<file path="config.mk">
export PLATFORM = sky130hd
export DESIGN_NAME = tprs_sequencer
export DESIGN_NICKNAME = d
export VERILOG_FILES = /design/src/shared/tprs_pkg.sv /design/src/rtl/tprs_sequencer.sv
export SDC_FILE = /design/constraint.sdc
export NUM_CORES = 1
export LEC_CHECK = 0
export BUFFER_PORTS_ARGS = -buffer_cell sky130_fd_sc_hd__buf_4
export CAP_MARGIN = 0
export CORE_AREA = 2 2 171 215
export CTS_BUF_LIST = sky130_fd_sc_hd__clkbuf_8
export DETAILED_ROUTE_END_ITERATION = 8
export DIE_AREA = 0 0 173 217
export PLACE_DENSITY = 0.87
export SYNTH_ARGS = -nofsm -noshare
export SYNTH_HDL_FRONTEND = slang
export SYNTH_SLANG_ARGS = --single-unit
</file>
<file path="constraint.sdc">
create_clock -name pclk -period 7.69 [get_ports pclk]
set_clock_uncertainty 0.15 [all_clocks]
set_input_delay 0.769 -clock pclk [delete_from_list [all_inputs] [get_ports pclk]]
set_output_delay 0.769 -clock pclk [all_outputs]
set_load 0.02 [all_outputs]
</file>
<file path="src/shared/tprs_pkg.sv">
// constants and carrier types for the trap pair and repeat sequencer
package tprs_pkg;
   localparam int XW = 18;
   localparam int WW = 36;
   // opcode field and opcodes
   localparam int         OPC_LSB        = 9;
   localparam logic [8:0] OP_PRIV_ENTRY  = 9'h001;
   localparam logic [8:0] OP_DERAIL      = 9'h002;
   localparam logic [8:0] OP_REPEAT      = 9'h150;
   // trap slot offsets from the switch constant
   localparam logic [17:0] SLOT_PRIV      = 18'h0_0004;
   localparam logic [17:0] SLOT_DERAIL    = 18'h0_000c;
   // instruction word fields (word bit 0 is the msb)
   localparam int ADDR_LSB  = 18;
   localparam int LOAD_BIT  = 25;
   localparam int DELTA_W   = 6;
   localparam int TM_LSB    = 4;
   localparam int TD_W      = 3;
   localparam logic [1:0] TM_RI = 2'h1;
   // index zero fields: tally in the top byte, terminate bits at the bottom
   localparam int TALLY_LSB = 10;
   localparam int T_ZERO_ON = 6;
   localparam int T_ZERO_OF = 5;
   localparam int T_NEG_ON  = 4;
   localparam int T_NEG_OF  = 3;
   localparam int T_CRY_ON  = 2;
   localparam int T_CRY_OF  = 1;
   localparam int T_OVF     = 0;
   // register map
   localparam logic [11:0] REG_INDIC  = 12'h000;
   localparam logic [11:0] REG_STATUS = 12'h004;
   localparam logic [11:0] REG_XBASE  = 12'h020;
   localparam int IND_MM  = 0;
   localparam int IND_TRO = 1;

   typedef enum logic [2:0] {
      S_IDLE   = 3'b000,
      S_TRAP1  = 3'b001,
      S_TRAP2  = 3'b010,
      S_RWAIT  = 3'b011,
      S_RISSUE = 3'b100,
      S_RDONE  = 3'b101
   } tprs_state_e;

   typedef struct packed {
      logic          transfer;
      logic [XW-1:0] target;
      logic          transfer_to_slave;
      logic          ret;
      logic          ret_b28;
      logic          zero;
      logic          neg;
      logic          carry;
      logic          ovf;
      logic          ovf_mask;
      logic          fault;
   } tprs_exres_s;

   typedef struct packed {
      logic          valid;
      logic          slot;
      logic          indirect;
      logic [XW-1:0] addr;
      logic [WW-1:0] word;
   } tprs_exreq_s;
endpackage

</file>
<file path="src/rtl/tprs_sequencer.sv">
// trap pair and repeat-single sequencer with apb register access
//
// The implementer's own choices: the register addresses and the APB slave port.
`timescale 1ns/1ps
// Contract
// [RULE_01] privileged entry runs slot pair at switch constant plus 4 and 5
// [RULE_02] derail runs slot pair at switch constant plus 12 and 13
// [RULE_03] slot offset comes from the fault switches, not the instruction
// [RULE_04] trap ignores address modification and changes no indicator
// [RULE_05] slot instruction that transfers, other than slave transfer, sets privileged on
// [RULE_06] restore transfer with bit 28 zero or slave transfer sets privileged off
// [RULE_07] privileged during trap and its pair; afterwards follows the indicator
// [RULE_08] program keeps first slot instruction off second word and off execute double
// [RULE_09] transfer by first slot instruction takes effect and skips the second
// [RULE_10] pair without transfer resumes at trap counter plus one
// [RULE_11] repeat runs next instruction until exit, no modifiers, no indicator change
// [RULE_12] load bit set copies instruction bits 0 to 17 into index zero
// [RULE_13] tally and terminate bits of index zero steer loop; tally zero means 256
// [RULE_14] each iteration executes then decrements the tally by one
// [RULE_15] terminate condition clears tally runout and exits, before tally check
// [RULE_16] tally zero without terminate sets tally runout and exits, else loops
// [RULE_17] any fault in the loop ends the loop
// [RULE_18] program puts no forbidden instruction under the repeat
// [RULE_19] repeated instruction uses register or register-indirect with index 1 to 7
// [RULE_20] first pass address is address field plus index, written back
// [RULE_21] later passes address is delta plus index, written back
// [RULE_22] register-indirect makes one indirect fetch per pass, its tag ignored
// [RULE_23] bits 11 to 16 exit on zero, negative, carry on or off
// [RULE_24] bit 17 zero ignores overflow; set exits on masked overflow else traps
// [RULE_25] on exit index zero holds the residue, terminate bits unchanged
module tprs_sequencer
   import tprs_pkg::*;
#(
   parameter int SW_W = 18
)(
   input  wire logic              pclk,
   input  wire logic              presetn,
   input  wire logic              psel,
   input  wire logic              penable,
   input  wire logic              pwrite,
   input  wire logic [11:0]       paddr,
   input  wire logic [31:0]       pwdata,
   output logic [31:0]            prdata,
   output logic                   pready,
   output logic                   pslverr,
   input  wire logic [SW_W-1:0]   fault_switches,
   input  wire logic              in_valid,
   input  wire logic [WW-1:0]     in_word,
   input  wire logic [XW-1:0]     in_ic,
   output logic                   in_ready,
   output tprs_exreq_s            ex_req,
   input  wire logic              ex_done,
   input  wire tprs_exres_s       ex_res,
   output logic                   ovf_ignore,
   output logic                   ic_load,
   output logic [XW-1:0]          ic_next,
   output logic                   privileged,
   output logic                   mm_indicator,
   output logic                   tally_runout
);

   if (SW_W < 1 || SW_W > XW)
   begin
      $error("switch width out of range");
   end

   typedef struct packed {
      tprs_state_e      st;
      logic [7:0][XW-1:0] x;
      logic             mm_ind;
      logic             tro;
      logic             prv;
      logic             busy;
      logic             in_ready;
      logic             ic_load;
      logic [XW-1:0]    ic_next;
      logic [XW-1:0]    trap_ic;
      logic [XW-1:0]    slot1;
      logic [XW-1:0]    rep_ic;
      logic [WW-1:0]    rep_word;
      logic [DELTA_W-1:0] delta;
      logic             first;
      logic             ovf_ign;
      tprs_exreq_s      ex;
      logic             pready;
      logic             pslverr;
      logic [31:0]      prdata;
   } tprs_regs_s;

   tprs_regs_s q;
   tprs_regs_s d;

   // indicator after one slot instruction
   function automatic logic mm_next(logic cur, tprs_exres_s r);
      if (r.transfer_to_slave || (r.ret && !r.ret_b28))
         return 1'b0;
      if (r.transfer)
         return 1'b1;
      return cur;
   endfunction

   // exit condition from terminate bits and result flags
   function automatic logic term_hit(logic [XW-1:0] x0, tprs_exres_s r);
      return (x0[T_ZERO_ON] && r.zero) || (x0[T_ZERO_OF] && !r.zero)
          || (x0[T_NEG_ON] && r.neg) || (x0[T_NEG_OF] && !r.neg)
          || (x0[T_CRY_ON] && r.carry) || (x0[T_CRY_OF] && !r.carry)
          || (x0[T_OVF] && r.ovf && r.ovf_mask);
   endfunction

   logic          acc;
   logic          xsel;
   logic [2:0]    xidx;
   logic          hit;
   logic [31:0]   rdv;
   logic [8:0]    opc;
   logic          take;
   logic [XW-1:0] base;
   logic [XW-1:0] ea;
   logic [2:0]    dsg;
   logic [7:0]    tally;

   assign acc  = psel && penable;
   assign xsel = paddr[11:5] == REG_XBASE[11:5];
   assign xidx = paddr[4:2];
   assign hit  = xsel || paddr == REG_INDIC || paddr == REG_STATUS;
   assign opc  = in_word[OPC_LSB +: 9];
   assign take = in_valid && q.in_ready;
   assign dsg  = q.rep_word[TD_W-1:0];
   assign tally = q.x[0][TALLY_LSB +: 8] - 8'h01;

   always_comb
   begin
      rdv = 32'h0000_0000;
      if (xsel)
         rdv = {14'h0000, q.x[xidx]};
      else if (paddr == REG_INDIC)
         rdv = {30'h0000_0000, q.tro, q.mm_ind};
      else if (paddr == REG_STATUS)
         rdv = {27'h0000_000, q.prv, q.busy, q.st};
   end

   always_comb
   begin
      base = SLOT_PRIV;
      ea = q.x[dsg];
      d = q;
      d.ic_load = 1'b0;
      d.ex.valid = 1'b0;
      d.pready = 1'b0;
      // apb: answer one cycle into the access phase
      if (acc && !q.pready)
      begin
         d.pready = 1'b1;
         d.pslverr = !hit || (pwrite && (q.busy || paddr == REG_STATUS));
         d.prdata = pwrite ? 32'h0000_0000 : rdv;
      end
      if (acc && q.pready && pwrite && !q.pslverr)
      begin
         if (xsel)
            d.x[xidx] = pwdata[XW-1:0];
         else
         begin
            d.mm_ind = pwdata[IND_MM];
            d.tro = pwdata[IND_TRO];
         end
      end
      unique case (q.st)
         S_IDLE:
         begin
            if (take && (opc == OP_PRIV_ENTRY || opc == OP_DERAIL))
            begin
               // modification field unused, indicators untouched  see [RULE_04]
               base = (opc == OP_PRIV_ENTRY) ? SLOT_PRIV : SLOT_DERAIL;
               d.st = S_TRAP1;
               d.busy = 1'b1;
               d.trap_ic = in_ic;
               d.ex.valid = 1'b1;
               d.ex.slot = 1'b1;
               d.ex.indirect = 1'b0;
               d.ex.word = '0;
               d.ex.addr = XW'(fault_switches) + base;  // see [RULE_01] see [RULE_02] see [RULE_03]
               d.slot1 = XW'(fault_switches) + base + 18'h0_0001;
            end
            else if (take && opc == OP_REPEAT)
            begin
               if (in_word[LOAD_BIT])
                  d.x[0] = in_word[ADDR_LSB +: XW];  // see [RULE_12]
               d.delta = in_word[DELTA_W-1:0];
               d.st = S_RWAIT;  // see [RULE_11]
               d.busy = 1'b1;
               d.first = 1'b1;
            end
         end
         S_TRAP1:
         begin
            if (ex_done)
            begin
               d.mm_ind = mm_next(q.mm_ind, ex_res);  // see [RULE_05] see [RULE_06]
               if (ex_res.transfer)
               begin
                  d.ic_load = 1'b1;
                  d.ic_next = ex_res.target;  // see [RULE_09]
                  d.st = S_IDLE;
                  d.busy = 1'b0;
               end
               else
               begin
                  d.st = S_TRAP2;
                  d.ex.valid = 1'b1;
                  d.ex.addr = q.slot1;
               end
            end
         end
         S_TRAP2:
         begin
            if (ex_done)
            begin
               d.mm_ind = mm_next(q.mm_ind, ex_res);  // see [RULE_05] see [RULE_06]
               d.ic_load = 1'b1;
               d.ic_next = ex_res.transfer ? ex_res.target : q.trap_ic + 18'h0_0001;  // see [RULE_10]
               d.st = S_IDLE;
               d.busy = 1'b0;
            end
         end
         S_RWAIT:
         begin
            if (take)
            begin
               d.rep_word = in_word;
               d.rep_ic = in_ic;
               d.st = S_RISSUE;
            end
         end
         S_RISSUE:
         begin
            // designator field takes any index 0 to 7; keeping it to 1 to 7 is left to the program  see [RULE_19]
            if (q.first)
               ea = q.rep_word[ADDR_LSB +: XW] + q.x[dsg];  // see [RULE_20]
            else
               ea = XW'(q.delta) + q.x[dsg];  // see [RULE_21]
            d.x[dsg] = ea;
            d.first = 1'b0;
            d.ex.valid = 1'b1;
            d.ex.slot = 1'b0;
            d.ex.addr = ea;
            d.ex.word = q.rep_word;
            d.ex.indirect = q.rep_word[TM_LSB +: 2] == TM_RI;  // see [RULE_22]
            d.st = S_RDONE;
         end
         S_RDONE:
         begin
            if (ex_done && ex_res.fault)
            begin
               d.st = S_IDLE;  // see [RULE_17]
               d.busy = 1'b0;
            end
            else if (ex_done)
            begin
               d.x[0][TALLY_LSB +: 8] = tally;  // see [RULE_14] see [RULE_25]
               if (term_hit(q.x[0], ex_res))
               begin
                  d.tro = 1'b0;  // see [RULE_15] see [RULE_23] see [RULE_24]
                  d.st = S_IDLE;
               end
               else if (tally == 8'h00)
               begin
                  d.tro = 1'b1;  // see [RULE_16] see [RULE_13]
                  d.st = S_IDLE;
               end
               else
                  d.st = S_RISSUE;
               if (d.st == S_IDLE)
               begin
                  d.busy = 1'b0;
                  d.ic_load = 1'b1;
                  d.ic_next = q.rep_ic + 18'h0_0001;
               end
            end
         end
         default:
         begin
            d.st = S_IDLE;
            d.busy = 1'b0;
         end
      endcase
      d.prv = (d.st == S_TRAP1 || d.st == S_TRAP2) ? 1'b1 : d.mm_ind;  // see [RULE_07]
      d.in_ready = d.st == S_IDLE || d.st == S_RWAIT;
      d.ovf_ign = (d.st == S_RISSUE || d.st == S_RDONE) && !d.x[0][T_OVF];  // see [RULE_24]
   end

   always_ff @(posedge pclk or negedge presetn)
   begin
      if (!presetn)
      begin
         q <= '0;
         q.in_ready <= 1'b1;
      end
      else
         q <= d;
   end

   assign prdata       = q.prdata;
   assign pready       = q.pready;
   assign pslverr      = q.pslverr;
   assign in_ready     = q.in_ready;
   assign ex_req       = q.ex;
   assign ovf_ignore   = q.ovf_ign;
   assign ic_load      = q.ic_load;
   assign ic_next      = q.ic_next;
   assign privileged   = q.prv;
   assign mm_indicator = q.mm_ind;
   assign tally_runout = q.tro;

   a_priv_slot_addr: assert property (@(posedge pclk) disable iff (!presetn) // see [RULE_01]
      q.st == S_IDLE && take && opc == OP_PRIV_ENTRY |=> ex_req.valid && ex_req.slot
         && ex_req.addr == XW'($past(fault_switches)) + 18'h0_0004)
      else $error("privileged entry slot address wrong");
   a_derail_slot_addr: assert property (@(posedge pclk) disable iff (!presetn) // see [RULE_02]
      q.st == S_IDLE && take && opc == OP_DERAIL |=> ex_req.valid
         && ex_req.addr == XW'($past(fault_switches)) + 18'h0_000c)
      else $error("derail slot address wrong");
   a_trap_forces_priv: assert property (@(posedge pclk) disable iff (!presetn) // see [RULE_07]
      (q.st == S_TRAP1 || q.st == S_TRAP2) |-> privileged)
      else $error("trap pair not privileged");
   a_slave_clears_mm: assert property (@(posedge pclk) disable iff (!presetn) // see [RULE_06]
      (q.st == S_TRAP1 || q.st == S_TRAP2) && ex_done && ex_res.transfer_to_slave |=> !mm_indicator)
      else $error("slave transfer left indicator on");
   a_xfer_sets_mm: assert property (@(posedge pclk) disable iff (!presetn) // see [RULE_05]
      (q.st == S_TRAP1 || q.st == S_TRAP2) && ex_done && ex_res.transfer && !ex_res.transfer_to_slave
         && !(ex_res.ret && !ex_res.ret_b28) |=> mm_indicator)
      else $error("slot transfer did not set indicator");
   a_first_xfer_skip: assert property (@(posedge pclk) disable iff (!presetn) // see [RULE_09]
      q.st == S_TRAP1 && ex_done && ex_res.transfer |=> ic_load && !ex_req.valid
         && ic_next == $past(ex_res.target) ##1 q.st == S_IDLE && !ex_req.valid)
      else $error("second slot not skipped");
   a_pair_resume: assert property (@(posedge pclk) disable iff (!presetn) // see [RULE_10]
      q.st == S_TRAP2 && ex_done && !ex_res.transfer |=> ic_load
         && ic_next == $past(q.trap_ic) + 18'h0_0001)
      else $error("wrong resume after pair");
   a_fault_ends_loop: assert property (@(posedge pclk) disable iff (!presetn) // see [RULE_17]
      q.st == S_RDONE && ex_done && ex_res.fault |=> q.st == S_IDLE && !ic_load)
      else $error("fault did not end loop");
   a_term_clears_tro: assert property (@(posedge pclk) disable iff (!presetn) // see [RULE_15]
      q.st == S_RDONE && ex_done && !ex_res.fault && term_hit(q.x[0], ex_res)
         |=> !tally_runout && q.st == S_IDLE)
      else $error("terminate exit wrong");
   a_tally_load: assert property (@(posedge pclk) disable iff (!presetn) // see [RULE_12]
      q.st == S_IDLE && take && opc == OP_REPEAT && in_word[LOAD_BIT]
         |=> q.x[0] == $past(in_word[ADDR_LSB +: XW]))
      else $error("index zero not loaded");
   a_tally_step: assert property (@(posedge pclk) disable iff (!presetn) // see [RULE_14]
      q.st == S_RDONE && ex_done && !ex_res.fault
         |=> q.x[0][TALLY_LSB +: 8] == $past(q.x[0][TALLY_LSB +: 8]) - 8'h01
         && q.x[0][6:0] == $past(q.x[0][6:0]))
      else $error("tally step wrong");
   a_runout_sets_tro: assert property (@(posedge pclk) disable iff (!presetn) // see [RULE_16]
      q.st == S_RDONE && ex_done && !ex_res.fault && !term_hit(q.x[0], ex_res)
         && tally == 8'h00 |=> tally_runout && ic_load && q.st == S_IDLE)
      else $error("tally runout exit wrong");
   a_loop_again: assert property (@(posedge pclk) disable iff (!presetn) // see [RULE_16]
      q.st == S_RDONE && ex_done && !ex_res.fault && !term_hit(q.x[0], ex_res)
         && tally != 8'h00 |=> q.st == S_RISSUE && !ic_load)
      else $error("loop did not continue");
   a_ea_written_back: assert property (@(posedge pclk) disable iff (!presetn) // see [RULE_20]
      q.st == S_RISSUE |=> ex_req.valid && !ex_req.slot && ex_req.addr == q.x[$past(dsg)])
      else $error("address not written back");
   a_repeat_no_ind: assert property (@(posedge pclk) disable iff (!presetn) // see [RULE_11]
      q.st == S_IDLE && take && opc == OP_REPEAT && !pready |=> tally_runout == $past(tally_runout)
         && mm_indicator == $past(mm_indicator))
      else $error("repeat changed an indicator");
   a_trap_keeps_tro: assert property (@(posedge pclk) disable iff (!presetn) // see [RULE_04]
      q.st == S_IDLE && take && (opc == OP_PRIV_ENTRY || opc == OP_DERAIL) && !pready
         |=> tally_runout == $past(tally_runout))
      else $error("trap changed an indicator");
   a_ovf_ignore_lvl: assert property (@(posedge pclk) disable iff (!presetn) // see [RULE_24]
      ex_req.valid && !ex_req.slot |-> ovf_ignore == !q.x[0][T_OVF])
      else $error("overflow ignore wrong");
endmodule

</file>
==> reports/qor.yml <==
detailed_routing:
  viasPerCell: 6.47
  ant_nets: 0
  post_drt_wl_per_cell_um: 23.2
  via_count: 18000
  drt_iter0_drc: 1799
  wirelength_um: 64500
  drtPass1Iterations: 8
  drc: 0
synthesis:
  synth_top_cell_area_share_pct: 41.1
  syn-instance-count: 2186
  yosysTopAreaCell: "dfrtp_1"
  synth.distinct_cells: 83
  synthTopCellsByArea: "dfrtp_1 41%, mux2i_1 7.7%, mux2_2 6.8%"
  async_reset_ff_share_pct: 100
  synth_edf_count: 0
  ys_warn_count: 0
  synth-seq-area-share_pct: 41.3
  syn_area_per_cell_um2: 9.60
  synthesis.area_um2: 21000
  synth_seq_cells: 346
  synth_ff_type: "dfrtp_1"
finish:
  area_growth_pct: 11.4
  final_cell_mix: "344 x dfrtp_1, 283 x nand2_1, 261 x buf_4"
  instances_no_fill: 2781
  fillers: 2748
  layout.nets: 2434
  layout.cells.most_common: "dfrtp_1"
  stdcell_area_um2: 23400
  drive_above_1_share_pct: 23.5
clocking:
  clock-sinks: 346
  cts_root_buf: "clkbuf_8"
  clk_path_buf_depth: 3
  cts_setup_buffers: 0
  cts.htree.levels: 2
  cts_tree: "built"
  cts_resized: 0
  clock_latency_ns: 0.63
  cts_buffers: 54
  postCtsHoldBufs: 0
  clk_pin_slew_worst_paths_ns: 0.07
critical_path:
  r2r-end: "q[319]"
  arrival_ns: 5.62
  r2r_cells: 13
  crit_type: "flop to flop"
  end_kind: "flop"
  worstPathMaxFanout: 17
  crit_path_end: "q[319]"
  crit_required_ns: 7.99
  crit_path_start: "dsg[2]"
  startpoint_type: "flop"
  reg2reg_from: "dsg[2]"
  reg2reg_slack_ns: 2.37
floorplan:
  num_io_pins: 266
  core-area_um2: 35700
  die_w_um: 173
  num_rows: 78
  die_y_um: 217
  initial_utilization_pct: 58.8
  die_area_um2: 37500
placement:
  gp_congestion: 0.939
  dp_cells: 2681
  dpl.hpwl_um: 44300
  portBuffers: 237
  place_ws_ns: 2.66
  placed_area_um2: 22300
sta:
  finalHoldViolations: 0
  setup_violations: 0
  report.final.slew_viol_count: 0
  tightest_slew_ns: 1.14
  fin_crit_sh_pct: 69.2
  grt_setup_unrepaired: "no"
  fmax_mhz: 188
  tns_ns: 0
  worst_slack_ns: 2.37
  slew_headroom_pct: 23.6
  min_period_ns: 5.32
status:
  status: "finished clean"
global_route:
  grt_pass1_wl_um: 98500
  antenna_found_initial: 4
  grt_pass1_vias: 17900
  grt_max_degree: 126
  grt-ovfl-total: 0
  grt_usage_pct: 33.5
power_and_ir_drop:
  max-vdd-ir-drop_mv: 0.208
  power_leakage_nw: 10.6
  report.power.total_mw: 8.01
  power_density_nw_per_um2: 342
min_path:
  hp-class: "input pin to async pin"
run:
  cap_violations: 0
## synth_stat cells (all sizes together), types with 24 or more instances
library cell  number
buf              152
a22oi             29
a21oi            141
ha                24
nor2             181
clkbuf           109
mux4              36
mux2             127
nor3              25
xnor2             47
xor2              31
nand2            284
o21ai            167
nand3             43
dfrtp            345
mux2i            161
## power breakdown
part           switching [mW]  internal (mW)  leakage (nW)
Clock                   0.762          0.880         0.658
Combinational            2.18           1.38          5.77
Sequential              0.504           2.30          4.14
## cells by family (layout without fill, tap and decap cells)
family / after synthesis / count (layout) / synth area share [%]
simple gates: 652 / 652 / 14.0
xor+xnor: 78 / 78 / 3.26
other cells: 1 / 17 / 0.0179
compound gates: 481 / 481 / 14.2
fa+ha+maj: 26 / 26 / 1.62
flops: 346 / 346 / 41.3
buf+inv: 278 / 377 / 7.23
mux: 324 / 324 / 18.4
## sequential cells by signal, indices dropped and copies added (netlist names)
| register | flops |
|---|---|
| q | 242 |
| ex_req | 57 |
| ic_next | 18 |
| prdata | 18 |
| dsg | 3 |
| ic_load | 1 |
| in_ready | 1 |
| mm_indicator | 1 |
| ovf_ignore | 1 |
| pready | 1 |
| privileged | 1 |
| pslverr | 1 |
| tally_runout | 1 |
## critical path, cell delays in order (launching register included)
cell,delay [ns]
dfrtp_1,0.73
nand2_1,0.60
buf_4,0.32
o22a_1,0.14
o21ai_0,0.12
ha_1,0.31
fa_1,0.49
a211oi_1,0.58
nor3_1,0.17
o211ai_1,0.34
nand2_1,0.17
or4_1,0.43
nand4_1,0.39
o21ai_0,0.18
## final cells by class
cell class	count	area, µm²	share of cell area (%)
Multi-Input combinational cell	1575	10900	46.8
Inverter	17	63.8	0.273
Tap cell	480	601	2.57
Clock inverter	34	251	1.08
Clock buffer	63	867	3.71
Sequential cell	346	8660	37.0
Antenna cell	3	7.51	0.0321
Timing Repair Buffer	263	1990	8.53
## metrics by stage
stage / utilization [%] / hold slack [ns]
2_1_floorplan: - / 0.290
3_3_place_gp: 62.3 / 0.303
3_5_place_dp: 62.3 / 0.316
4_1_cts: 65.4 / 0.0741
5_1_grt: 65.5 / 0.104
6_report: 65.5 / 0.0392
## routing by layer
metal / GRT usage, % / share of wire [%] / up-vias
met4: 25.0 / 7.6 / 2
met3: 5.94 / 8.8 / 318
li1: - / - / 7826
met1: 39.3 / 36 / 8741
met5: 0 / 0.020 / -
met2: 55.2 / 48 / 1095
## worst min path at each step
stage | endpoint | from | slack (ns) | cells after the start
after global routing | prdata[7] | presetn | 0.10 | 1
after floorplan | q[159] | q[159] | 0.29 | 2
after global placement | q[159] | q[159] | 0.30 | 2
after CTS | prdata[7] | presetn | 0.07 | 1
after detailed placement | ex_req[13] | q[112] | 0.32 | 2
final | prdata[7] | presetn | 0.04 | 1
Note: power is estimated with default switching activity, not from simulation.
